===== config.mk =====
export PLATFORM = sky130hd
export DESIGN_NAME = arbs_baud_select
export DESIGN_NICKNAME = d
export VERILOG_FILES = /design/src/rtl/arbs_pkg.sv /design/src/rtl/arbs_rate_gen.sv /design/src/rtl/arbs_baud_select.sv
export SDC_FILE = /design/constraint.sdc
export NUM_CORES = 1
export LEC_CHECK = 0
export ABC_AREA = 0
export ABC_CLOCK_PERIOD_IN_PS = 6000
export BUFFER_PORTS_ARGS = -buffer_cell sky130_fd_sc_hd__buf_2
export CAP_MARGIN = 20
export CORE_AREA = 10 10 136 138
export CTS_BUF_LIST = sky130_fd_sc_hd__clkbuf_2 sky130_fd_sc_hd__clkbuf_4 sky130_fd_sc_hd__clkbuf_8
export CTS_CLUSTER_SIZE = 14
export DETAILED_ROUTE_END_ITERATION = 8
export DIE_AREA = 0 0 146 148
export GPL_TIMING_DRIVEN = 0
export PLACE_DENSITY = 0.7
export SLEW_MARGIN = 20
export SYNTH_ARGS = -nofsm -noshare
export SYNTH_HDL_FRONTEND = slang
export SYNTH_SLANG_ARGS = --single-unit

===== constraint.sdc =====
create_clock -name clk -period 6 [get_ports clk]
set_input_delay 1.5 -clock clk [delete_from_list [all_inputs] [get_ports clk]]
set_output_delay 1.5 -clock clk [all_outputs]
set_load 0.05 [all_outputs]

===== src/rtl/arbs_pkg.sv =====
// Constants for the average-rate baud select block: offsets, fields, resets, codes and rate table.
// Assumes a 32-bit APB with a 24-bit byte address and a single 200 MHz clock.
package arbs_pkg;

	// Bus widths and accumulator width.
	localparam int ADDR_W = 24;
	localparam int DATA_W = 32;
	localparam int ACC_W  = 26;
	localparam int ACS_W  = 4;

	// Register byte addresses.
	localparam logic [23:0] CTRL_OFS  = 24'hfff600;
	localparam logic [23:0] PRESC_OFS = 24'hfff604;
	localparam logic [23:0] SEMR_OFS  = 24'hfff608;
	localparam logic [23:0] STAT_OFS  = 24'hfff60c;

	// Field positions.
	localparam int CTRL_SMART_BIT = 0;
	localparam int CTRL_SYNC_BIT  = 1;
	localparam int CTRL_EXT_BIT   = 2;
	localparam int SEMR_ASYNC_BASE_CLOCK_SELECT_BIT  = 4;

	// Values after reset.
	localparam logic [2:0] CTRL_RST  = 3'h0;
	localparam logic [4:0] SEMR_RST  = 5'h03;
	localparam logic [7:0] PRESC_RST = 8'h0f;

	// Base clock cycles per bit period.
	localparam logic [4:0] BASE_PER_BIT_16 = 5'h10;
	localparam logic [4:0] BASE_PER_BIT_8  = 5'h08;

	// Clock source codes.
	localparam logic [3:0] CODE_NONE = 4'h0;
	localparam logic [3:0] CODE_TMR  = 4'h4;
	localparam logic [3:0] CODE_LAST = 4'hc;

	// Average rates in bit/s and the peripheral clock in Hz each code is calibrated for.
	localparam int unsigned RATE_C1 = 115152;
	localparam int unsigned RATE_C2 = 460606;
	localparam int unsigned RATE_C3 = 921569;
	localparam int unsigned RATE_C5 = 115196;
	localparam int unsigned RATE_C6 = 460784;
	localparam int unsigned RATE_C7 = 720000;
	localparam int unsigned RATE_C8 = 115132;
	localparam int unsigned RATE_C9 = 460526;
	localparam int unsigned RATE_CA = 720000;
	localparam int unsigned RATE_CB = 921053;
	localparam int unsigned RATE_CC = 720000;
	localparam int unsigned PCLK_10M667 = 10667000;
	localparam int unsigned PCLK_16M    = 16000000;
	localparam int unsigned PCLK_24M    = 24000000;
	localparam int unsigned PCLK_32M    = 32000000;

endpackage : arbs_pkg


===== src/rtl/arbs_rate_gen.sv =====
// Fractional accumulator that emits base clock ticks at inc/modulus of the clock rate.
// Assumes modulus is above inc and both are steady while clear is low.
`timescale 1ns/1ps
module arbs_rate_gen #(
	parameter int W = arbs_pkg::ACC_W
) (
	// Clock and reset.
	input  wire logic         clk,
	input  wire logic         rst,
	// Ratio and restart.
	input  wire logic         clear,
	input  wire logic [W-1:0] inc,
	input  wire logic [W-1:0] modulus,
	// One-cycle base clock enable.
	output logic              tick
);

	logic [W-1:0] acc_q;   // Running phase.
	logic [W-1:0] acc_d;   // Next phase.
	logic [W:0]   sum;     // Phase plus step, one bit wider.
	logic         wrap;    // Phase passed the modulus.

	// Wrapping keeps the remainder, so the long-term rate is exact even though single periods jitter.
	assign sum   = {1'b0, acc_q} + {1'b0, inc};
	assign wrap  = sum >= {1'b0, modulus};
	assign acc_d = wrap ? W'(sum - {1'b0, modulus}) : W'(sum);

	// Phase register and tick.
	always_ff @(posedge clk or posedge rst) begin
		if (rst) begin
			acc_q <= '0;
			tick  <= 1'b0;
		end else if (clear) begin
			acc_q <= '0;
			tick  <= 1'b0;
		end else begin
			acc_q <= acc_d;
			tick  <= wrap;
		end
	end

endmodule : arbs_rate_gen


===== src/rtl/arbs_baud_select.sv =====
// Clock source and bit-rate selection for one async serial channel, with its APB registers.
// Assumes a same-clock timer match pulse and an external serial clock pin from outside the domain.
//
// Our own choice: the APB register port.
`timescale 1ns/1ps
module arbs_baud_select (
	// Clock and reset.
	input  wire logic        clk,
	input  wire logic        rst,
	// APB slave.
	input  wire logic        psel,
	input  wire logic        penable,
	input  wire logic        pwrite,
	input  wire logic [23:0] paddr,
	input  wire logic [31:0] pwdata,
	output logic      [31:0] prdata,
	output logic             pready,
	output logic             pslverr,
	// Clock sources.
	input  wire logic        tmr_match,
	input  wire logic        sck_in,
	// Channel side.
	output logic             smart_card_mode,
	output logic             sync_mode,
	output logic             ext_clk_sel,
	output logic             div8_sel,
	output logic             base_tick,
	output logic             bit_tick
);

	// Register state.
	logic [2:0]  ctrl_q;      // Smart card, sync mode, external clock.
	logic [4:0]  semr_q;      // Base select and source field.
	logic [7:0]  presc_q;     // Internal prescaler reload.
	logic [31:0] prdata_q;    // Read data captured in setup.

	// Bus decode.
	wire setup_ph  = psel & ~penable;
	wire access_ph = psel & penable;
	wire hit_ctrl  = paddr == arbs_pkg::CTRL_OFS;
	wire hit_presc = paddr == arbs_pkg::PRESC_OFS;
	wire hit_semr  = paddr == arbs_pkg::SEMR_OFS;
	wire hit_stat  = paddr == arbs_pkg::STAT_OFS;
	wire hit_any   = hit_ctrl | hit_presc | hit_semr | hit_stat;
	wire wr_ctrl   = access_ph & pwrite & hit_ctrl;
	wire wr_presc  = access_ph & pwrite & hit_presc;
	wire wr_semr   = access_ph & pwrite & hit_semr;

	// Mode fields.
	wire       async_base_clock_select       = semr_q[arbs_pkg::SEMR_ASYNC_BASE_CLOCK_SELECT_BIT];
	wire [3:0] acs        = semr_q[3:0];
	wire       async_mode = ~ctrl_q[arbs_pkg::CTRL_SYNC_BIT];
	wire       ext_on     = ctrl_q[arbs_pkg::CTRL_EXT_BIT];

	// The source field counts only in async mode with the external clock selected.
	wire       acs_on   = async_mode & ext_on;
	wire [3:0] code_eff = acs_on ? acs : arbs_pkg::CODE_NONE;

	// Average-rate lookup.
	logic                     avg_hit;  // Code drives the rate generator.
	logic                     avg_div8; // Its fixed bit divisor is eight.
	logic [arbs_pkg::ACC_W-1:0] avg_inc;  // Rate times divisor.
	logic [arbs_pkg::ACC_W-1:0] avg_mod;  // Calibration clock.

	// Each code ties a rate to the peripheral clock it was tuned for; the ratio, not the clock, is kept.
	always_comb begin
		avg_hit  = 1'b1;
		avg_div8 = 1'b0;
		avg_inc  = '0;
		avg_mod  = arbs_pkg::ACC_W'(arbs_pkg::PCLK_16M);
		case (code_eff)
			4'h1: begin
				avg_inc = arbs_pkg::ACC_W'(arbs_pkg::RATE_C1 * 16);
				avg_mod = arbs_pkg::ACC_W'(arbs_pkg::PCLK_10M667);
			end
			4'h2: begin
				avg_div8 = 1'b1;
				avg_inc  = arbs_pkg::ACC_W'(arbs_pkg::RATE_C2 * 8);
				avg_mod  = arbs_pkg::ACC_W'(arbs_pkg::PCLK_10M667);
			end
			4'h3: begin
				avg_div8 = 1'b1;
				avg_inc  = arbs_pkg::ACC_W'(arbs_pkg::RATE_C3 * 8);
			end
			4'h5: begin
				avg_inc = arbs_pkg::ACC_W'(arbs_pkg::RATE_C5 * 16);
			end
			4'h6: begin
				avg_inc = arbs_pkg::ACC_W'(arbs_pkg::RATE_C6 * 16);
			end
			4'h7: begin
				avg_div8 = 1'b1;
				avg_inc  = arbs_pkg::ACC_W'(arbs_pkg::RATE_C7 * 8);
				avg_mod  = arbs_pkg::ACC_W'(arbs_pkg::PCLK_24M);
			end
			4'h8: begin
				avg_inc = arbs_pkg::ACC_W'(arbs_pkg::RATE_C8 * 16);
				avg_mod = arbs_pkg::ACC_W'(arbs_pkg::PCLK_24M);
			end
			4'h9: begin
				avg_inc = arbs_pkg::ACC_W'(arbs_pkg::RATE_C9 * 16);
				avg_mod = arbs_pkg::ACC_W'(arbs_pkg::PCLK_24M);
			end
			4'ha: begin
				avg_div8 = 1'b1;
				avg_inc  = arbs_pkg::ACC_W'(arbs_pkg::RATE_CA * 8);
				avg_mod  = arbs_pkg::ACC_W'(arbs_pkg::PCLK_24M);
			end
			4'hb: begin
				avg_div8 = 1'b1;
				avg_inc  = arbs_pkg::ACC_W'(arbs_pkg::RATE_CB * 8);
				avg_mod  = arbs_pkg::ACC_W'(arbs_pkg::PCLK_24M);
			end
			4'hc: begin
				avg_inc = arbs_pkg::ACC_W'(arbs_pkg::RATE_CC * 16);
				avg_mod = arbs_pkg::ACC_W'(arbs_pkg::PCLK_32M);
			end
			// Code zero, the timer code and the reserved codes leave the generator idle.
			default: begin
				avg_hit = 1'b0;
			end
		endcase
	end

	// Source selection; reserved codes fall through to the same path as code zero.
	wire tmr_sel = code_eff == arbs_pkg::CODE_TMR;
	wire pin_sel = ext_on & ~avg_hit & ~tmr_sel;
	// Average codes fix the divisor; otherwise the base select bit counts in async mode only.
	wire div8_d  = avg_hit ? avg_div8 : (async_mode & async_base_clock_select);
	wire [4:0] per_bit = div8_sel ? arbs_pkg::BASE_PER_BIT_8 : arbs_pkg::BASE_PER_BIT_16;

	// External clock pin synchroniser and edge detect.
	logic sck_s1_q;
	logic sck_s2_q;
	logic sck_s3_q;
	wire  sck_rise = sck_s2_q & ~sck_s3_q;

	// Internal prescaler and source ticks.
	logic [7:0] presc_cnt_q;
	logic [3:0] code_q;
	logic       avg_tick;
	wire        presc_tick = presc_cnt_q == presc_q;
	wire        code_chg   = code_q != code_eff;
	wire        src_pulse  = avg_hit ? avg_tick : tmr_sel ? tmr_match : pin_sel ? sck_rise : presc_tick;
	logic [4:0] base_cnt_q;
	wire        last_base  = base_cnt_q >= per_bit - 5'h01;

	// Read mux for every mapped register.
	wire [7:0]  stat_v = {avg_hit, div8_d, tmr_sel, pin_sel, code_eff};
	wire [31:0] rd_mux = hit_ctrl  ? {29'h0, ctrl_q} :
	                     hit_presc ? {24'h0, presc_q} :
	                     hit_semr  ? {27'h0, semr_q} :
	                     hit_stat  ? {24'h0, stat_v} : 32'h0;

	// The generator restarts whenever the effective code changes.
	arbs_rate_gen #(
		.W(arbs_pkg::ACC_W)
	) u_rate_gen (
		.clk     (clk),
		.rst     (rst),
		.clear   (code_chg | ~avg_hit),
		.inc     (avg_inc),
		.modulus (avg_mod),
		.tick    (avg_tick)
	);

	// Zero wait states: read data is caught in setup so it can come from a flop.
	assign pready  = 1'b1;
	assign pslverr = access_ph & ~hit_any;
	assign prdata  = prdata_q;

	// Outputs straight from registers.
	assign smart_card_mode = ctrl_q[arbs_pkg::CTRL_SMART_BIT];
	assign sync_mode       = ctrl_q[arbs_pkg::CTRL_SYNC_BIT];
	assign ext_clk_sel     = ext_on;

	// Control register and read capture.
	always_ff @(posedge clk or posedge rst) begin
		if (rst) begin
			ctrl_q   <= arbs_pkg::CTRL_RST;
			prdata_q <= 32'h0;
		end else begin
			if (wr_ctrl) begin
				ctrl_q <= pwdata[2:0];
			end
			if (setup_ph) begin
				prdata_q <= rd_mux;
			end
		end
	end

	// Mode extension and prescaler registers; the status word ignores writes.
	always_ff @(posedge clk or posedge rst) begin
		if (rst) begin
			semr_q  <= arbs_pkg::SEMR_RST;
			presc_q <= arbs_pkg::PRESC_RST;
		end else begin
			if (wr_semr) begin
				semr_q <= pwdata[4:0];
			end
			if (wr_presc) begin
				presc_q <= pwdata[7:0];
			end
		end
	end

	// Only the second and third stages are read, so a metastable first stage never reaches logic.
	always_ff @(posedge clk or posedge rst) begin
		if (rst) begin
			sck_s1_q <= 1'b0;
			sck_s2_q <= 1'b0;
			sck_s3_q <= 1'b0;
		end else begin
			sck_s1_q <= sck_in;
			sck_s2_q <= sck_s1_q;
			sck_s3_q <= sck_s2_q;
		end
	end

	// Prescaler runs freely; code tracker drives the generator restart.
	always_ff @(posedge clk or posedge rst) begin
		if (rst) begin
			presc_cnt_q <= 8'h00;
			code_q      <= arbs_pkg::CODE_NONE;
		end else begin
			presc_cnt_q <= presc_tick ? 8'h00 : presc_cnt_q + 8'h01;
			code_q      <= code_eff;
		end
	end

	// Base tick and divisor select are registered one cycle after the source.
	always_ff @(posedge clk or posedge rst) begin
		if (rst) begin
			base_tick <= 1'b0;
			div8_sel  <= 1'b0;
		end else begin
			base_tick <= src_pulse;
			div8_sel  <= div8_d;
		end
	end

	// Bit period counter: one bit tick per eight or sixteen base ticks.
	always_ff @(posedge clk or posedge rst) begin
		if (rst) begin
			base_cnt_q <= 5'h00;
			bit_tick   <= 1'b0;
		end else begin
			bit_tick <= base_tick & last_base;
			if (base_tick) begin
				base_cnt_q <= last_base ? 5'h00 : base_cnt_q + 5'h01;
			end
		end
	end
endmodule : arbs_baud_select


==> results.txt <==
The count of flip-flops with a built-in enable after synthesis is 0. The detail-routed via count per cell is 5.46. The worst endpoint data arrival time came out at 5.97 ns.

The number of optimization iterations in the first detailed-route pass came out at 6. The total negative slack for setup checks came out at 0 ns. The number of hold-slack violations in the final timing report is 0. The per-instance average area after synthesis came out at 8.42 um^2. The maximum clock frequency is roughly 170 MHz. The buffer depth of the longest clock path came out at 2. The root buffer cell chosen for the clock tree is clkbuf_8.

The min-delay analysis places its worst path in the category reg2reg. For this run, the post-layout net count is 941. At the worst endpoint, the required time is 6.25 ns.

The overall fraction of global-route tracks in use came out at 0.150. The via count of the first global-routing pass is approximately 5500. The vertical extent of the die is 148 um. The quantity of hold-fixing buffers added after cts is 0.

The count of placed standard cells including taps is 1031. The number of I/O port buffers came out at 52. The kind of critical path is reg2reg. The routed via count is 5761. The post-synthesis async set-or-reset flop share is 1.00. The top-level port count is roughly 100. From left edge to right edge, the die measures 146 um. The post-route clock period utilization came out at 0.954.

The number of sinks handled by clock tree synthesis came out at about 70. STA classifies the critical path endpoint as a flip-flop. The commonest register cell after synthesis is dfrtp_1. The row count is 46.

The clock reaches the later pin of the worst-skew pair after 0.37 ns. The clock transition at the registers of the reported paths is about 0.080 ns. The yosys synthesis warning count is 0. The starting utilization of the core area came out at 0.396. The area growth from synthesis to layout is 17.2%. TritonCTS built the clock tree. The final RePlAce weighted congestion is approximately 0.9. The number of synthesized register bits is ~70. The highest ir drop seen on vdd is roughly 0.000084 V. The antenna diode count came out at 0. The final critical path time including I/O delays and setup came out at 5.72 ns. The die covers 0.0216 mm^2.

The cell area after synthesis came out at 0.00622 mm^2. Entering global routing, the biggest net connects 47 pins. The residual overflow from global routing is 0. The half-perimeter wire length after detailed placement is around 13000 um. The final core utilization came out at 0.464.

Once detail routing completed, the nets flagged for antenna violations numbered 0. The final count of pins violating max slew came out at 0. The run finished with clean final reports. The number of antenna violations at the first check in global routing came to 0.

Setup violations remaining at the end of the flow were counted as 0. The transition time at the pin with the least slew margin came out at 1.03 ns. The leading cell type in the layout, fill and taps excluded is nand2_1. For this block, the routed nets add up to about 17000 um of wire. The per-cell routed wire length is 16.0 um.

The total leakage power is 3.40 nW. The number of DRC markers in iteration 0 came out at a little under 400. The post-synthesis cell type count is 77. The clock buffer count from CTS is 9. For this run, design rule violations remaining after detail routing come to 0. The number of instances in the synthesized netlist is 738. The share of the Yosys chip area taken by registers is 0.287. Leaving out fill and tap cells, the most frequent cells in the layout are nand2_1, dfrtp_1, a21oi_1. The largest driver fanout on the critical path is 10. The worst pin sits at a relative slew slack of 0.295.

The first-pass GRT wire length is approximately 27000 um. The number of maximum-capacitance constraint violations is 0. On the final layout, the worst clock skew is around 0.018 ns. The fraction of layout instances using a drive strength above 1 came out at 0.224. The count of non-filler cells in the finished layout is 1055. The worst reg-to-reg path cell count is 24. The worst hold path cell count is 0. The core region is between 0.015 and 0.02 mm^2. The power density over the cells is 131 mW/mm^2. The worst setup path is launched from a flip-flop. The H-tree depth is 3.
==> logic make-up after synthesis <==
kind of cell / after synthesis / share of synthesized area
AND/OR/NAND/NOR: 241 / 0.197
AO/OA/AOI/OAI: 213 / 0.232
buffers and inverters: 93 / 0.0779
multiplexers: 24 / 0.0431
other: 2 / 0.00121
XOR/XNOR: 49 / 0.0690
adder cells (fa/ha/maj): 45 / 0.0926
flip-flops: 71 / 0.287
==> Yosys cell counts (6+ instances only) <==
cell      count  area, um^2
a211oi_1     11        82.6
a21o_1       16         120
a21oi_1      59         295
a31oi_1      10        62.6
and3_1        8        50.1
buf_4        25         188
clkbuf_1     17        63.8
dfrtp_1      65        1630
dfstp_2       6         158
ha_1         42         526
inv_1        38         143
mux2_2       18         203
nand2_1      65         244
nand2b_1     10        62.6
nand3_1      37         185
nand4_1      10        62.6
nor2_1       51         191
nor2b_1      11        68.8
nor3_1       14        70.1
o21a_1        6        45.0
o21ai_0      38         190
o21bai_1      7        52.6
o31ai_1       9        67.6
xnor2_1      32         280
xor2_1       17         149
==> metal layers <==
layer | vias to the layer above | global-route usage | wire, um
met2 | 182 | 0.254 | 8000
li1 | 2834 | - | -
met4 | 0 | 0.0335 | 234
met1 | 2723 | 0.194 | 7640
met3 | 22 | 0.0269 | 985
met5 | - | 0 | 0
==> registers in the layout, indices dropped and copies added, names as in the netlist, 3 cells and up <==
name / flops
u_rate_gen.acc_q: 23
semr_q: 5
presc_cnt_q: 8
prdata: 8
presc_q: 8
code_q: 4
ctrl_q: 3
base_cnt_q: 5
==> through the flow <==
stage | hold slack (ns) | total power, mW | setup WS [ns] | cell area, um^2
detailed placement | 0.337 | 0.586 | -0.420 | 6870
CTS | 0.357 | 0.971 | 0.0232 | 7110
global placement | 0.334 | 0.583 | -0.853 | 6830
floorplan | 0.331 | 0.563 | 0.386 | 6300
finish | 0.354 | 0.956 | 0.276 | 7290
global route | 0.364 | 0.993 | -0.109 | 7290
==> power by group <==
part | switching (mW) | internal, mW
Clock | 0.221 | 0.159
Combinational | 0.0651 | 0.0274
Sequential | 0.00238 | 0.482
==> repair_timing <==
item                       4_1_cts  5_1_grt
pin swaps                        2        3
setup buffers                    3        9
setup endpoints to repair       24       24
gates resized for setup          9       41
==> worst max-delay path, stage by stage (launching register included) <==
cell and delay [ns]:
dfrtp_2 0.48, nor2b_2 0.17, clkbuf_4 0.22, nand2_1 0.14
nor2_1 0.19, ha_1 0.21, inv_1 0.07, fa_1 0.41
nor2b_1 0.17, o31a_1 0.23, a211oi_1 0.10, a2111oi_4 0.38
a32o_1 0.29, nor2_1 0.06, o21bai_2 0.18, xor2_2 0.27
ha_4 0.21, nand3_1 0.08, inv_1 0.16, nand4b_1 0.17
or4b_4 0.54, and3_1 0.21, buf_6 0.13, a21oi_1 0.17
mux2_2 0.36
==> final timing paths <==
kind,start,end,slack (ns)
max reg2reg,ctrl_q[1]$_DFFE_PP0P_,u_rate_gen.acc_q[21]$_DFF_PP0_,0.28
max,ctrl_q[1]$_DFFE_PP0P_,u_rate_gen.acc_q[21]$_DFF_PP0_,0.28
min reg2reg,sck_s1_q$_DFF_PP0_,sck_s2_q$_DFF_PP0_,0.35
min,sck_s1_q$_DFF_PP0_,sck_s2_q$_DFF_PP0_,0.35
max in group asynchronous,rst,presc_q[1]$_DFFE_PP1P_,4.29
min in group asynchronous,rst,u_rate_gen.acc_q[5]$_DFF_PP0_,1.10
==> area by class of cell <==
type                            count  area (um^2)
Buffer                             51          343
Clock buffer                        9          124
Tap cell                          216          270
Multi-Input combinational cell    597         4170
Sequential cell                    71         1790
Fill cell                        1549         8430
Timing Repair Buffer               66          383
Inverter                           38          145
Clock inverter                      7         62.6
(Power assumes the default switching activity.)
